==> src/pkg/clock_control_consts.svh <==
// Offsets, field positions, reset values and timing counts of the clock control block
`ifndef CLOCK_CONTROL_CONSTS_SVH
`define CLOCK_CONTROL_CONSTS_SVH

`define CLK_CTRL_ADDR 8'hd8
`define CLK_STATUS_ADDR 8'hf8

`define CLK_CTRL_RESET 8'h23
`define CLK_STATUS_RESET 8'h00

`define SLOW_HALT_BIT 5
`define PERIPH_GATE_BIT 4
`define FAST_HALT_BIT 3
`define SOURCE_SEL_BIT 2
`define DIVIDER_LSB 0
`define DIVIDER_MSB 1

`define STAT_FAST_RUN_BIT 0
`define STAT_SLOW_RUN_BIT 1
`define STAT_PERIPH_RUN_BIT 2
`define STAT_SOURCE_BIT 3
`define STAT_REFUSED_BIT 4

`define DIV_BY_16 2'h0
`define DIV_BY_4 2'h1
`define DIV_BY_2 2'h2
`define DIV_BY_1 2'h3

`define DIVIDER_SETTLE_CYCLES 16
`define DIV_COUNT_W 4

`endif

==> src/pkg/clock_control_pkg.sv <==
// Types shared by the clock control block
package clock_control_pkg;

	typedef struct packed {
		logic slow_osc_halt_in_powerdown;
		logic peripheral_clock_gate_in_idle;
		logic fast_osc_halt;
		logic clock_source_select;
		logic [1:0] system_clock_divider;
	} clock_ctrl_t;

	typedef struct packed {
		logic change_refused;
		logic source_is_fast;
		logic periph_running;
		logic slow_osc_running;
		logic fast_osc_running;
	} clock_status_t;

	typedef struct packed {
		logic idle_mode;
		logic power_down_mode;
	} power_mode_t;

endpackage

==> src/design/system_clock_select_prescale.sv <==
// System clock source select, prescaler and low-power clock gating
//
// The address-and-strobe port was left to the implementer.
`timescale 1ns/10ps
`include "clock_control_consts.svh"

// Notes on behaviour
// - Slow halt bit set stops slow oscillator while in power-down mode.
// - Peripheral gate bit set stops serial and timer clocks in idle mode.
// - Fast halt bit set stops fast oscillator in slow and idle modes.
// - Fast halt bit may change only while running from the slow clock.
// - Source select: 0 picks slow clock, 1 picks fast clock.
// - Source select may change only while fast halt bit is clear.
// - Divider field 00,01,10,11 divides source by 16, 4, 2, 1.
// - New divider setting reaches the system clock within 16 cycles.
module system_clock_select_prescale #(
	parameter int DIV_COUNT_W = `DIV_COUNT_W
) (
	input wire logic clk_in,                // 40 MHz block clock
	input wire logic sys_rst_in,            // Synchronous reset, active high
	input wire logic [7:0] reg_addr_in,     // Register address
	input wire logic [7:0] reg_wdata_in,    // Register write data
	input wire logic reg_wr_in,             // Write strobe
	input wire logic reg_rd_in,             // Read strobe
	output logic [7:0] reg_rdata_out,       // Read data, cycle after strobe
	input wire logic fast_src_tick_in,      // Fast source clock enable pulse
	input wire logic slow_src_tick_in,      // Slow source clock enable pulse
	input wire logic idle_mode_in,          // Device in idle mode
	input wire logic power_down_mode_in,    // Device in power-down mode
	output logic sys_clk_en_out,            // System clock enable pulse
	output logic periph_clk_en_out,         // Serial/timer clock enable pulse
	output logic fast_osc_run_out,          // Fast oscillator enable
	output logic slow_osc_run_out,          // Slow oscillator enable
	output logic source_is_fast_out         // Active source is fast clock
);

	clock_control_pkg::clock_ctrl_t ctrl;
	clock_control_pkg::clock_ctrl_t next_ctrl;
	clock_control_pkg::clock_status_t status;
	clock_control_pkg::power_mode_t mode;
	logic refused;
	logic next_refused;
	logic [7:0] rdata;
	logic [7:0] next_rdata;
	logic [1:0] active_div;
	logic [1:0] next_active_div;
	logic [DIV_COUNT_W-1:0] div_count;
	logic [DIV_COUNT_W-1:0] next_div_count;
	logic sys_tick;
	logic next_sys_tick;
	logic periph_tick;
	logic next_periph_tick;
	logic source_tick;
	logic fast_run;
	logic slow_run;
	logic ctrl_wr;
	logic status_rd;
	logic write_refused;

	// Terminal count of the prescaler for a divider code
	function automatic logic [DIV_COUNT_W-1:0] div_last(input logic [1:0] code);
		logic [DIV_COUNT_W-1:0] last;
		last = '0;
		case (code)
			`DIV_BY_16: last = DIV_COUNT_W'(`DIVIDER_SETTLE_CYCLES - 1);
			`DIV_BY_4: last = DIV_COUNT_W'(3);
			`DIV_BY_2: last = DIV_COUNT_W'(1);
			`DIV_BY_1: last = '0;
			default: last = '0;
		endcase
		return last;
	endfunction

	// Register image with reserved bits reading zero
	function automatic logic [7:0] ctrl_image(input clock_control_pkg::clock_ctrl_t c);
		return {2'h0, c};
	endfunction

	assign mode.idle_mode = idle_mode_in;
	assign mode.power_down_mode = power_down_mode_in;
	assign ctrl_wr = reg_wr_in && (reg_addr_in == `CLK_CTRL_ADDR);
	assign status_rd = reg_rd_in && (reg_addr_in == `CLK_STATUS_ADDR);

	// Oscillator enables from the current control bits and power mode
	always_comb begin
		fast_run = 1'b1;
		slow_run = 1'b1;
		if (ctrl.fast_osc_halt && (!ctrl.clock_source_select || mode.idle_mode)) begin
			fast_run = 1'b0;
		end
		if (ctrl.slow_osc_halt_in_powerdown && mode.power_down_mode) begin
			slow_run = 1'b0;
		end
	end

	// Selected source tick, only from a running oscillator
	always_comb begin
		if (ctrl.clock_source_select) begin
			source_tick = fast_src_tick_in && fast_run;
		end else begin
			source_tick = slow_src_tick_in && slow_run;
		end
	end

	// Control register update with change restrictions
	always_comb begin
		next_ctrl = ctrl;
		write_refused = 1'b0;
		if (ctrl_wr) begin
			next_ctrl.slow_osc_halt_in_powerdown = reg_wdata_in[`SLOW_HALT_BIT];
			next_ctrl.peripheral_clock_gate_in_idle = reg_wdata_in[`PERIPH_GATE_BIT];
			next_ctrl.system_clock_divider = reg_wdata_in[`DIVIDER_MSB:`DIVIDER_LSB];
			if (!ctrl.clock_source_select) begin
				next_ctrl.fast_osc_halt = reg_wdata_in[`FAST_HALT_BIT];
			end else if (reg_wdata_in[`FAST_HALT_BIT] != ctrl.fast_osc_halt) begin
				write_refused = 1'b1;
			end
			if (!ctrl.fast_osc_halt) begin
				next_ctrl.clock_source_select = reg_wdata_in[`SOURCE_SEL_BIT];
			end else if (reg_wdata_in[`SOURCE_SEL_BIT] != ctrl.clock_source_select) begin
				write_refused = 1'b1;
			end
		end
	end

	always_ff @(posedge clk_in) begin
		if (sys_rst_in) begin
			ctrl <= clock_control_pkg::clock_ctrl_t'(6'(`CLK_CTRL_RESET));
		end else begin
			ctrl <= next_ctrl;
		end
	end

	// Sticky refused flag; a new refusal wins over the read clear
	always_comb begin
		next_refused = refused;
		if (status_rd) begin
			next_refused = 1'b0;
		end
		if (write_refused) begin
			next_refused = 1'b1;
		end
	end

	always_ff @(posedge clk_in) begin
		if (sys_rst_in) begin
			refused <= 1'b0;
		end else begin
			refused <= next_refused;
		end
	end

	// Prescaler: a new divider is taken at once and the count restarts
	always_comb begin
		next_active_div = active_div;
		next_div_count = div_count;
		next_sys_tick = 1'b0;
		if (active_div != ctrl.system_clock_divider) begin
			next_active_div = ctrl.system_clock_divider;
			next_div_count = '0;
		end else if (source_tick && !mode.power_down_mode) begin
			if (div_count >= div_last(active_div)) begin
				next_div_count = '0;
				next_sys_tick = 1'b1;
			end else begin
				next_div_count = div_count + DIV_COUNT_W'(1);
			end
		end
	end

	always_ff @(posedge clk_in) begin
		if (sys_rst_in) begin
			active_div <= `DIV_BY_1;
			div_count <= '0;
			sys_tick <= 1'b0;
		end else begin
			active_div <= next_active_div;
			div_count <= next_div_count;
			sys_tick <= next_sys_tick;
		end
	end

	// Peripheral clock follows the system clock unless gated in idle
	always_comb begin
		next_periph_tick = next_sys_tick;
		if (ctrl.peripheral_clock_gate_in_idle && mode.idle_mode) begin
			next_periph_tick = 1'b0;
		end
	end

	always_ff @(posedge clk_in) begin
		if (sys_rst_in) begin
			periph_tick <= 1'b0;
		end else begin
			periph_tick <= next_periph_tick;
		end
	end

	// Status image of the block's own state
	always_comb begin
		status.change_refused = refused;
		status.source_is_fast = ctrl.clock_source_select;
		status.periph_running = !(ctrl.peripheral_clock_gate_in_idle && mode.idle_mode);
		status.slow_osc_running = slow_run;
		status.fast_osc_running = fast_run;
	end

	// Read data stands in the cycle after the strobe only
	always_comb begin
		next_rdata = 8'h00;
		if (reg_rd_in) begin
			case (reg_addr_in)
				`CLK_CTRL_ADDR: next_rdata = ctrl_image(ctrl);
				`CLK_STATUS_ADDR: next_rdata = {3'h0, status};
				default: next_rdata = 8'h00;
			endcase
		end
	end

	always_ff @(posedge clk_in) begin
		if (sys_rst_in) begin
			rdata <= 8'h00;
		end else begin
			rdata <= next_rdata;
		end
	end

	assign reg_rdata_out = rdata;
	assign sys_clk_en_out = sys_tick;
	assign periph_clk_en_out = periph_tick;
	assign fast_osc_run_out = fast_run;
	assign slow_osc_run_out = slow_run;
	assign source_is_fast_out = ctrl.clock_source_select;

endmodule

==> config.mk <==
export PLATFORM = sky130hd
export DESIGN_NAME = system_clock_select_prescale
export DESIGN_NICKNAME = d
export VERILOG_FILES = /design/src/pkg/clock_control_pkg.sv /design/src/design/system_clock_select_prescale.sv
export VERILOG_INCLUDE_DIRS = /design/src /design/src/pkg
export SDC_FILE = /design/constraint.sdc
export NUM_CORES = 1
export LEC_CHECK = 0
export BUFFER_PORTS_ARGS = -buffer_cell sky130_fd_sc_hd__buf_2
export CORE_MARGIN = 4
export CORE_UTILIZATION = 45
export CTS_BUF_LIST = sky130_fd_sc_hd__clkbuf_8
export CTS_CLUSTER_DIAMETER = 60
export DETAILED_ROUTE_END_ITERATION = 16
export PLACE_DENSITY_LB_ADDON = 0.2
export SLEW_MARGIN = 20
export SYNTH_ARGS = -nofsm -noshare
export SYNTH_HDL_FRONTEND = slang
export SYNTH_SLANG_ARGS = --single-unit
==> constraint.sdc <==
create_clock -name clk_in -period 1.8 [get_ports clk_in]
set_input_delay 0.18 -clock clk_in [delete_from_list [all_inputs] [get_ports clk_in]]
set_output_delay 0.18 -clock clk_in [all_outputs]
set_load 0.01 [all_outputs]
==> key figures <==
Timing
  – Final setup margin: between 0.05 and 0.06 ns
  – Tcrit/Tclk final: between 90 and 100%
  – Post-route clock skew: about 0.0025 ns
  – Endpoints failing setup: 0
  – FMAX: about 570 MHz
  – Unrepaired setup endpoints after global routing: yes
  – Relative slew slack: 53.5%
  – Slew Viols, Final: 0
  – Final period demand of the worst path: 1.75 ns
  – Final Hold Fails: 0
  – Worst-Margin Slew: slightly below 0.7 ns

Detailed routing
  – 1st-iter DRT viols: 14
  – Antenna-violating nets left: 0
  – Post-DR wirelength/cell: between 10 and 15 um
  – Drt pass-1 iters: 4
  – WL final: between 2000 and 2500 um
  – DRC violations left: 0
  – DR vias: 985
  – Via/cell ratio: roughly 5.4

Global routing
  – Gr ovfl total: 0
  – First-pass GRT wire length: 4370 um
  – Vias in the first global route: between 1000 and 1500
  – Initial antenna violation count: 0
  – Largest net degree at the start of global routing: 15
  – All-Layer GR Usage: 17.3%

Final layout
  – Final std cell area, no fill: 1340 um2
  – Post-layout nets: 184
  – Layout cells sized above 1: 35.7%
  – Final Util: around three fifths
  – Area grow syn2layout: 29.5%
  – Fin cells: ~180
  – ANT cells: 0

Floorplanning
  – Die area: roughly 3100 um2
  – Core region area: 2190 um2
  – DIE WIDTH: about 56 um
  – # IOs: 37
  – Die height: 55.9 um
  – Initial Util: ~47%
  – Row cnt: 17

Critical path
  – Startpoint Class: register
  – Crit path largest cell delay: approximately 0.48 ns
  – R2R Path End: periph_clk_en_out$_SDFF_PP0_
  – Cells on worst reg2reg path: 5
  – R2R setup slack: slightly above 0.05 ns
  – Setup CP Type: register to register
  – Worst-path cell chain: or2_2 -> ha_1 -> o21ai_2 -> a2111oi_4 -> and3b_1
  – CP Max Fanout: 6
  – Worst Setup SP: active_div[0]$_SDFFE_PP1P_
  – Critical register-to-register path startpoint: active_div[0]$_SDFFE_PP1P_
  – Delay-heaviest family, CP: compound AO/OA/AOI/OAI gates
  – Req. time, crit path: roughly 2.0 ns
  – Worst Path Buf+Inv: 0
  – Crit end category: register
  – Crit path max-delay cell type: a2111oi_4
  – CP Data Arrival Time: just under 2 ns

Placed design
  – Dpl cells: about 180
  – Cell area after placement: 1250 um2
  – RePlAce Congestion: approximately 0.76
  – PortBufs: 32
  – Detailed Place HPWL: approximately 1800 um
  – Post-Place Setup Slack: -0.168 ns

Synth
  – Synth Cell Area: 1030 um2
  – Post-synthesis adder-cell area fraction: under 10%
  – Largest family of logic cells by synthesized area: simple AND/OR/NAND/NOR gates
  – Syn avg cell area: between 8 and 9 um2
  – Most instantiated library cell after synthesis: dfxtp_1
  – Synth top area share: between 40% and 50%
  – XOR/XNOR Fraction of Synth Area: under 10%
  – Area leader, netlist: dfxtp_1
  – Post-Syn Instances: 117
  – Seq/Total Area, Yosys: a little over 40%
  – Fraction of registers with async set/reset: 0%
  – Yosys warnings: 0
  – Post-synthesis compound-gate area fraction: between 20 and 25%
  – Ys flop type: dfxtp_1
  – Post-synth EDFFs: 0
  – Simple-gate portion of the synthesized area: between 20% and 30%
  – #FFs+latches synth: 21
  – Mux contribution to synthesized area: 0%
  – Post-synth top cells: dfxtp_1, nand2_1, nor2_1
  – Top post-synthesis cells by area: dfxtp_1, ha_1, a22oi_1
  – Netlist cell types: 35

CTS
  – Bufs on Longest Clock Path: 2
  – H-tree depth: 1
  – Root Driver: clkbuf_8
  – Clk_lat worst skew: ~0.26 ns
  – Clock tree sinks: 21
  – Clk slew on worst S/H paths: 0.08 ns
  – Post-cts hold buffer count: 0
  – CTS Buf Count: 3
  – TritonCTS clock tree: yes
  – Post-CTS setup buffer count: 0

Power
  – Max VDD drop: approximately 530 uV
  – Leak Pwr: between 0.0005 and 0.0006 uW
  – Power density over cell area: approximately 640 nW/um2

Worst hold path
  – Hold Crit Endpoint: ctrl[1]$_SDFFE_PP1P_
  – Hold Crit Start: reg_wdata_in[1]
  – Hold Crit Depth: 3
  – Min-delay worst type: primary input to register

Outcome
  – Status: complete, no violations

Flow run
  – Max-Cap Viols: 0
[power breakdown]
group / leakage [uW] / internal (uW) / switching (uW) / total [uW]
sequential: 0.000169 / 468 / 1.74 / 470
clock: 0.0000269 / 152 / 147 / 299
combinational: 0.000363 / 36.7 / 44.5 / 81.1
total: 0.000559 / 656 / 194 / 850
[worst register-to-register path, stage by stage (launching register included)]
cell and delay, ns:
dfxtp_2 0.33, or2_2 0.31, ha_1 0.30, o21ai_2 0.07
a2111oi_4 0.48, and3b_1 0.22
[per-stage QoR]
step           hold slack [ns]  setup TNS, ns  power (uW)
2_1_floorplan            0.297              0         519
3_3_place_gp             0.402         -0.276         555
3_5_place_dp             0.405         -0.691         557
4_1_cts                  0.138              0         855
5_1_grt                  0.132        -0.0197         897
6_report                 0.140              0         850
[cells by family after synthesis]
logic type / Yosys count
xor+xnor: 2
compound gates: 30
buf+inv: 14
fa+ha+maj: 5
simple gates: 44
other cells: 1
flops: 21
[how the worst max path moves through the flow]
stage | endpoint | slack [ns] | cells past startpoint
6_report | periph_clk_en_out$_SDFF_PP0_ | 0.05 | 5
5_1_grt | periph_clk_en_out$_SDFF_PP0_ | -0.02 | 5
4_1_cts | periph_clk_en_out$_SDFF_PP0_ | 0.02 | 6
3_5_place_dp | periph_clk_en_out$_SDFF_PP0_ | -0.17 | 5
3_3_place_gp | periph_clk_en_out$_SDFF_PP0_ | -0.10 | 5
2_1_floorplan | periph_clk_en_out$_SDFF_PP0_ | 0.04 | 5
[layout by cell type, fill, tap and decap left out, types with 2 or more instances in the layout]
cell type,synthesis,routed
nand2_1,9,9
clkbuf_8,0,3
a211oi_1,4,3
nor2b_1,2,2
buf_2,1,32
nand2b_1,3,3
o31ai_1,3,3
nor3_1,4,4
xor2_1,2,2
a22oi_1,5,5
nand3_1,4,4
a21oi_1,6,6
buf_4,2,7
or4_1,3,3
inv_1,7,8
conb_1,1,2
o21ai_0,6,5
ha_1,5,5
a2111oi_4,0,2
dfxtp_2,0,2
nor2_1,8,8
dfxtp_1,21,19
or2_2,3,3
[flip-flops by register name, indices dropped and copies added, names as in the netlist]
name                count
reg_rdata_out           6
ctrl                    5
div_count               4
active_div              2
periph_clk_en_out       1
refused                 1
source_is_fast_out      1
sys_clk_en_out          1
[repair_timing]
item,in CTS,in global routing
resized for setup,5,4
endpoints found under the setup margin,6,4
pin swaps,2,1
[routing by layer]
metal  GRT usage [%]  share of wire, %  up-vias
met5               0                 0        -
met4            4.75               1.8        0
met3            6.03               5.9        6
met2            30.4                50       27
met1            19.9                42      459
li1                -                 -      493
[layout make-up]
type                    count  area (um2)
fillers                   214         856
clock inverters             1        3.75
inverters                   7        26.3
flip-flops and latches     21         423
well taps                  28        35.0
repair buffers             39         213
clock buffers               3        41.3
multi-input cells          83         593
Power figures use the tool's default switching activity.
